## src/wbt_pkg.sv

```systemverilog
// Package with register layout, reset values and timing constants.
package wbt_pkg;

  localparam int unsigned CLK_HZ = 20000000;
  localparam logic [7:0] ADDR_TIMER = 8'h06;
  localparam logic [7:0] ADDR_WAKE = 8'h05;

  // Wake configuration layout and reset values.
  localparam logic [15:0] WAKE_POR = 16'h0020;
  localparam logic [15:0] WAKE_RESTART_KEEP = 16'hBE60;
  localparam logic [15:0] WAKE_RD_MASK = 16'hBE67;
  localparam int WAKE_FO_BIT = 15;
  localparam int WAKE_FILT_LSB = 11;
  localparam int WAKE_EN_LSB = 5;
  localparam int WAKE_BNK_LSB = 0;

  // Timer control layout and reset values.
  localparam logic [15:0] TIMER_POR = 16'h0000;
  localparam logic [15:0] TIMER_RESTART = 16'h0000;
  localparam logic [15:0] TIMER_WR_MASK = 16'hEFF7;
  localparam int T2_ON_LSB = 13;
  localparam int T2_PER_LSB = 9;
  localparam int CYC_LSB = 7;
  localparam int T1_ON_LSB = 4;
  localparam int T1_PER_LSB = 0;

  // Codes.
  localparam logic [2:0] BANK_TWO = 3'h1;
  localparam logic [2:0] BANK_FOUR = 3'h3;
  localparam logic [1:0] EN_ON = 2'h1;
  localparam logic [1:0] EN_SYNC = 2'h2;
  localparam logic [2:0] FILT_16 = 3'h0;
  localparam logic [2:0] FILT_SYNC = 3'h4;
  localparam logic [2:0] ON_STOP_LOW = 3'h0;
  localparam logic [2:0] ON_STOP_HIGH = 3'h6;

  // Times in microseconds and the derived one-microsecond prescale.
  localparam int unsigned US_CYCLES = CLK_HZ / 1000000;
  localparam int unsigned SETTLE_US = 80;
  localparam int unsigned SENSE_FILT_US = 16;
  localparam logic [23:0] ON_US [8] = '{24'h0, 24'd100, 24'd300, 24'd1000,
    24'd10000, 24'd20000, 24'h0, 24'h0};
  localparam logic [23:0] PER_US [8] = '{24'd10000, 24'd20000, 24'd50000,
    24'd100000, 24'd200000, 24'd500000, 24'd1000000, 24'd2000000};

endpackage
```

## src/wbt_core.sv

```systemverilog
// Banked wake configuration and two cyclic timers with register port.
module wbt_core
  import wbt_pkg::*;
(
  // Clock and control.
  input wire logic core_clk,
  input wire logic rst,
  input wire logic clk_en,
  // Register port.
  input wire logic reg_wr,
  input wire logic [7:0] reg_addr,
  input wire logic [15:0] reg_wdata,
  output logic [15:0] reg_rdata,
  // Device mode events.
  input wire logic restart_evt,
  input wire logic failsafe_entry,
  input wire logic failsafe_mode,
  input wire logic sense_switch_cleared,
  // Timer and wake outputs.
  output logic [1:0] timer_on_phase,
  output logic [1:0] cyclic_wake_evt,
  output logic [3:0] wake_enable_eff,
  output logic [2:0] wake_filter_eff,
  output logic wake_two_is_input,
  output logic sync_input_active
);


  // ----------------------------------------------------------------------
  // State
  // ----------------------------------------------------------------------
  typedef struct packed {
    logic [2:0] bank;
    logic fo_sel;
    logic [3:0][2:0] filt;
    logic [3:0][1:0] pupd;
    logic [3:0][1:0] en;
    logic [15:0] tctl;
    logic [1:0][4:0] pre;
    logic [1:0][23:0] cnt;
    logic [1:0] on;
    logic [1:0] wake;
    logic [15:0] rdata;
    logic [3:0] en_eff;
    logic [2:0] filt_eff;
    logic wk2_in;
    logic sync_act;
  } wbt_state_t;

  wbt_state_t st;
  wbt_state_t next_st;

  logic [1:0][2:0] on_code;
  logic [1:0][2:0] per_code;
  logic [1:0] bank_ok;
  logic [15:0] wake_view;
  logic [15:0] wake_wr;
  logic [15:0] wake_kept;
  logic [2:0] filt_wr;
  logic [1:0] idx;
  logic [1:0] wr_idx;
  logic wr_ok;

  // ----------------------------------------------------------------------
  // Field views
  // ----------------------------------------------------------------------
  always_comb begin
    on_code[1] = st.tctl[T2_ON_LSB +: 3];
    on_code[0] = st.tctl[T1_ON_LSB +: 3];
    per_code[1] = st.tctl[T2_PER_LSB +: 3];
    per_code[0] = st.tctl[T1_PER_LSB +: 3];
    idx = st.bank[1:0];
    bank_ok = {1'b0, ~st.bank[2]};
    wake_view = 16'h0000;
    // Banked read of the selected input's fields.
    if (bank_ok[0]) begin
      wake_view[WAKE_FILT_LSB +: 3] = st.filt[idx];
      wake_view[10:9] = st.pupd[idx];
      wake_view[WAKE_EN_LSB +: 2] = st.en[idx];
    end
    if (st.bank == BANK_TWO) begin
      wake_view[WAKE_FO_BIT] = st.fo_sel;
    end
    wake_view[WAKE_BNK_LSB +: 3] = st.bank;
    wake_view = wake_view & WAKE_RD_MASK;
    wake_kept = wake_view & WAKE_RESTART_KEEP;
    wake_wr = reg_wdata;
    filt_wr = reg_wdata[WAKE_FILT_LSB +: 3];
    // A write routes its fields by the bank code carried in the same word.
    wr_idx = reg_wdata[1:0];
    wr_ok = ~reg_wdata[2];
  end

  // ----------------------------------------------------------------------
  // Next state
  // ----------------------------------------------------------------------
  always_comb begin
    next_st = st;
    // Register writes.
    if (reg_wr && reg_addr == ADDR_WAKE) begin
      next_st.bank = wake_wr[WAKE_BNK_LSB +: 3];
      if (wr_ok) begin
        next_st.pupd[wr_idx] = wake_wr[10:9];
        next_st.en[wr_idx] = wake_wr[WAKE_EN_LSB +: 2];
        // Sync filter only for input four in sync mode; else kept.
        if (filt_wr != FILT_SYNC) begin
          next_st.filt[wr_idx] = filt_wr;
        end else if (wake_wr[WAKE_BNK_LSB +: 3] == BANK_FOUR &&
                     wake_wr[WAKE_EN_LSB +: 2] == EN_SYNC) begin
          next_st.filt[wr_idx] = filt_wr;
        end
      end
      if (wake_wr[WAKE_BNK_LSB +: 3] == BANK_TWO) begin
        next_st.fo_sel = wake_wr[WAKE_FO_BIT];
      end
    end
    if (reg_wr && reg_addr == ADDR_TIMER) begin
      next_st.tctl = reg_wdata & TIMER_WR_MASK;
    end
    // Restart clears the bank select and timer control; all other wake fields are kept.
    if (restart_evt) begin
      next_st.bank = 3'h0;
      next_st.tctl = TIMER_RESTART;
    end
    if (sense_switch_cleared) begin
      next_st.tctl = TIMER_RESTART;
    end
    // Fail-safe entry forces enables on, sparing fail output and sync.
    if (failsafe_entry) begin
      for (int i = 0; i < 4; i++) begin
        if (!(i == 1 && !st.fo_sel) &&
            !(i == 3 && st.en[3] == EN_SYNC)) begin
          next_st.en[i] = EN_ON;
        end
      end
    end
    next_st.wake = 2'b00;
    // Each timer has its own microsecond prescaler so that a start is exact.
    for (int t = 0; t < 2; t++) begin
      if (on_code[t] == ON_STOP_LOW) begin
        next_st.cnt[t] = 24'h0;
        next_st.pre[t] = 5'h00;
        next_st.on[t] = 1'b0;
      end else if (on_code[t] >= ON_STOP_HIGH) begin
        next_st.cnt[t] = 24'h0;
        next_st.pre[t] = 5'h00;
        next_st.on[t] = 1'b1;
      end else begin
        // Running code starts the period with no separate start.
        if (st.pre[t] == 5'(US_CYCLES - 1)) begin
          next_st.pre[t] = 5'h00;
          if (st.cnt[t] + 24'h1 >= PER_US[per_code[t]]) begin
            next_st.cnt[t] = 24'h0;
          end else begin
            next_st.cnt[t] = st.cnt[t] + 24'h1;
          end
        end else begin
          next_st.pre[t] = st.pre[t] + 5'h01;
        end
        next_st.on[t] = st.cnt[t] < ON_US[on_code[t]];
      end
      // Wake pulse at each period start of the selected timer.
      if (st.tctl[CYC_LSB +: 2] == 2'(t + 1) && next_st.on[t] && !st.on[t] &&
          on_code[t] < ON_STOP_HIGH) begin
        next_st.wake[t] = 1'b1;
      end
    end
    // Effective per-input enables and filter.
    for (int i = 0; i < 4; i++) begin
      next_st.en_eff[i] = (st.en[i] == EN_ON);
    end
    next_st.wk2_in = st.fo_sel;
    next_st.sync_act = (st.en[3] == EN_SYNC);
    next_st.filt_eff = failsafe_mode ? FILT_16 : st.filt[idx];
    // Filter codes 010, 011, 100 select timer one, two or sync sampling.
    if (!failsafe_mode && st.filt[idx] > FILT_SYNC) begin
      next_st.filt_eff = FILT_16;
    end
    next_st.rdata = (reg_addr == ADDR_TIMER) ? st.tctl & TIMER_WR_MASK :
                    (reg_addr == ADDR_WAKE) ? wake_view : 16'h0000;
  end

  // ----------------------------------------------------------------------
  // Registers
  // ----------------------------------------------------------------------
  always_ff @(posedge core_clk) begin
    if (rst) begin
      st <= '0;
      for (int i = 0; i < 4; i++) begin
        st.en[i] <= WAKE_POR[WAKE_EN_LSB +: 2];
      end
      st.tctl <= TIMER_POR;
    end else if (clk_en) begin
      st <= next_st;
    end
  end

  // ----------------------------------------------------------------------
  // Outputs
  // ----------------------------------------------------------------------
  assign reg_rdata = st.rdata;
  assign timer_on_phase = st.on;
  assign cyclic_wake_evt = st.wake;
  assign wake_enable_eff = st.en_eff;
  assign wake_filter_eff = st.filt_eff;
  assign wake_two_is_input = st.wk2_in;
  assign sync_input_active = st.sync_act;

endmodule

```

## config.mk

```make
export PLATFORM = sky130hd
export DESIGN_NAME = wbt_core
export DESIGN_NICKNAME = d
export VERILOG_FILES = /design/src/wbt_pkg.sv /design/src/wbt_core.sv
export SDC_FILE = /design/constraint.sdc
export NUM_CORES = 1
export LEC_CHECK = 0
export ABC_AREA = 1
export BUFFER_PORTS_ARGS = -buffer_cell sky130_fd_sc_hd__buf_4
export CAP_MARGIN = 30
export CORE_MARGIN = 3
export CORE_UTILIZATION = 45
export DETAILED_ROUTE_END_ITERATION = 12
export GPL_ROUTABILITY_DRIVEN = 0
export REMOVE_ABC_BUFFERS = 1
export SLEW_MARGIN = 0
export SYNTH_ARGS = -nofsm -noshare
export SYNTH_HDL_FRONTEND = slang
export SYNTH_SLANG_ARGS = --single-unit
export TNS_END_PERCENT = 100
```

## constraint.sdc

```tcl
create_clock -name core_clk -period 6.14 [get_ports core_clk]
set_clock_uncertainty 0.15 [all_clocks]
set_input_delay 1.228 -clock core_clk [delete_from_list [all_inputs] [get_ports core_clk]]
set_output_delay 1.228 -clock core_clk [all_outputs]
set_load 0.03 [all_outputs]
```

==> summary.txt <==
Run status
  • Status: finished, final reports clean

Finish
  • Layout Utilization: a little over 50%
  • Register area: between 2000 and 3000 um2
  • Multi-input logic area: 5259 um2
  • Area added between synthesis and finish: 11.37%
  • Fraction of layout cells with a size suffix above 1: 12.66%
  • Layout net count: around 1400
  • Antenna diodes: 0
  • Post-Layout Cell Count: 1532
  • Filler Cell Count: 2002

Synthesis
  • Post-synth EDFFs: 0
  • Seq/Total Area, Yosys: around 30%
  • Yosys top cell by area: dfxtp_1
  • Cell variety after synth: 50
  • FF+latch count, synth: about 130
  • Top post-synthesis cells by area: dfxtp_1 30%, nand2_1 13%, ha_1 11%
  • Synth Flop Type: dfxtp_1
  • Asr flop ratio synth: 0%
  • Syn. warnings: 0
  • Cell count after synthesis: between 1000 and 1500
  • Cell Area, Synth: 8747 um2
  • Synth Area per Inst: 7.048 um2
  • Yosys top cell area share: 30.21%

Power
  • Leak: between 4 and 5 nW
  • Peak supply drop: 166.4 uV
  • Comb power frac: ~9%
  • Part of the power in registers: 42.2%
  • P_int: approximately 0.0015 W
  • Switching share of total power: 27.80%
  • Net load switching power: 0.0005844 W
  • Power per Cell Area: 215.8 nW/um2
  • Clock share of power: about half

Drt
  • 1st-pass router iterations: 5
  • Met2 WL post-DR: 10030 um
  • Vias: 7855
  • DR vias/cell: approximately 5
  • 1st-iter DRT viols: between 500 and 600
  • Metal3 WL: 875 um
  • DR DRC count: 0
  • Final wirelength: 22600 um
  • Top Metal Used: met4
  • Number of antenna-violating nets in the routed design: 0
  • DR WL/cell: 14.75 um
  • Wl on met1: 11370 um

STA
  • Rel. slew slack: 32.36%
  • Tightest Pin Transition: ~1.0 ns
  • Setup-failing EPs final: 0
  • Hold WS: 0.3055 ns
  • Final min period: 3.487 ns
  • Fin. Hold Viols: 0
  • Fin crit share: 56.79%
  • Final TNS setup: 0 ns
  • F_max: 286.8 MHz
  • RSZ-0062 raised after global routing: false
  • Setup ws final: 2.653 ns
  • Final slew viol count: 0

Clocking
  • Clock Sink Count: 132
  • TritonCTS buffer count: 17
  • Post-CTS setup buffer count: 0
  • Cts hold-fix bufs: 0
  • H-tree Lvls: 4
  • Max Root-Sink Buffers: 2
  • Post_cts resized: 0
  • Clock latency at the later pin of the worst-skew pair: 0.44 ns
  • Clock-pin slew on the worst setup and hold paths: 0.07 ns
  • CTS tree: built
  • CTS Root Cell: clkbuf_16

Worst setup path
  • Crit start category: register
  • Worst path required time: 6.27 ns
  • CP Capture Type: register
  • CP Max Fanout: 20
  • Critical setup path kind: register to register
  • Arrival time at the worst endpoint: approximately 3.6 ns

Die
  • Die H: 145.4 um
  • Core ar.: between 15000 and 20000 um2
  • Ports: between 60 and 70
  • Initial cell density of the core: between 40% and 50%
  • Site Rows: 50
  • Die Width: 145.4 um
  • Die area: between 20000 and 25000 um2

Global route
  • Grt total ovfl: 0
  • First-pass GRT wire length: 37250 um
  • Total track usage: a little over a fifth
  • Initial antenna violation count: 0
  • Vias in the first global route: 7250
  • Largest net degree at the start of global routing: 52

Placement
  • Placement Setup Slack: 2.683 ns
  • Dpl hpwl: ~17000 um
  • I/O Buffers: 58
  • Placed Instances: 1500

Min path
  • Worst min path class: register to register

Flow run
  • MaxCap Viol Count: 0
==> stage by stage <==
step           instance area, um2  power, W
2_1_floorplan                8362  0.001014
3_3_place_gp                 9145  0.001093
3_5_place_dp                 9164  0.001097
4_1_cts                      9742  0.002120
5_1_grt                      9742  0.002175
6_report                     9742  0.002102
==> worst max-delay path, stage by stage, from the launching register on <==
cell and delay [ns]:
dfxtp_1 0.43, nand2_1 0.13, nor2_2 0.17, inv_1 0.10
nor2_1 0.18, nand3_1 0.18, nor3_1 0.23, xnor2_1 0.15
inv_1 0.08, ha_1 0.30, inv_1 0.05, o31ai_1 0.36
nand3_1 0.13, nand2_1 0.09, inv_2 0.05, nand2_2 0.42
o22ai_1 0.13
==> layout by cell type, fill, tap and decap left out, types with 17 or more instances in the layout <==
| cell type | instances |
|---|---|
| nand2_1 | 303 |
| o21ai_2 | 17 |
| nand3_1 | 52 |
| nand4_1 | 29 |
| ha_1 | 78 |
| o21ai_0 | 63 |
| nor3_1 | 19 |
| nor2_1 | 117 |
| dfxtp_1 | 132 |
| clkbuf_16 | 17 |
| a21oi_1 | 95 |
| buf_4 | 62 |
| xor2_1 | 27 |
| inv_1 | 115 |
==> routing by layer <==
layer | up-vias | global-route usage, %
li1 | 4123 | -
met1 | 3572 | 30.72
met2 | 138 | 33.30
met3 | 22 | 3.239
met4 | 0 | 5.698
met5 | - | 0
==> power groups by stage <==
stage / logic, W / clock network (W) / registers (W)
2_1_floorplan: 0.0000980 / 0 / 0.000916
3_3_place_gp: 0.000186 / 0 / 0.000907
3_5_place_dp: 0.000190 / 0 / 0.000907
4_1_cts: 0.000191 / 0.00104 / 0.000888
5_1_grt: 0.000215 / 0.00107 / 0.000890
6_report: 0.000189 / 0.00102 / 0.000888
==> cell type report <==
class                      count  area share (%)
sequential                   132           27.13
multi-input combinational    923           53.98
tap                          260           3.339
clock buffer                  18           4.508
timing repair buffer          63           4.893
inverter                     122           4.726
clock inverter                14           1.426
==> Yosys cell counts (5+ instances only) <==
master	n
a211oi_1	7
a21oi_1	95
a221oi_1	7
buf_4	30
clkbuf_1	26
dfxtp_1	132
ha_1	78
inv_1	115
nand2_1	303
nand2_2	6
nand3_1	52
nand4_1	29
nor2_1	117
nor2_2	11
nor2_4	8
nor3_1	19
nor4_1	8
o21ai_0	63
o21ai_1	5
o21ai_2	17
o21bai_1	5
o221ai_1	5
o22ai_1	8
or2_2	6
xnor2_1	10
xor2_1	27
==> state kept, by name, summed over array words and instances (netlist names), 2 cells and up <==
name	count
cyclic_wake_evt	2
reg_rdata	15
wake_enable_eff	4
timer_on_phase	2
per_code	6
st	89
wake_filter_eff	3
on_code	6
idx	2
==> logic make-up (layout without fill, tap and decap cells) <==
logic type	Yosys count	after routing	synth area share, %
flops	132	132	30.21
compound gates	226	226	15.00
xor+xnor	38	38	3.891
mux	2	2	0.2289
fa+ha+maj	78	78	11.16
other cells	1	1	0.04287
simple gates	578	578	29.80
buf+inv	186	217	9.670
==> final timing paths <==
path | cells after the start | start | slack [ns] | endpoint
max | 16 | st[33]$_SDFFE_PP0P_ | 2.65 | st[41]$_SDFFE_PP0P_
min | 2 | st[117]$_SDFFE_PP0P_ | 0.31 | st[117]$_SDFFE_PP0P_
max reg2reg | 16 | st[33]$_SDFFE_PP0P_ | 2.65 | st[41]$_SDFFE_PP0P_
min reg2reg | 2 | st[117]$_SDFFE_PP0P_ | 0.31 | st[117]$_SDFFE_PP0P_
Power figures use the tool's default switching activity.
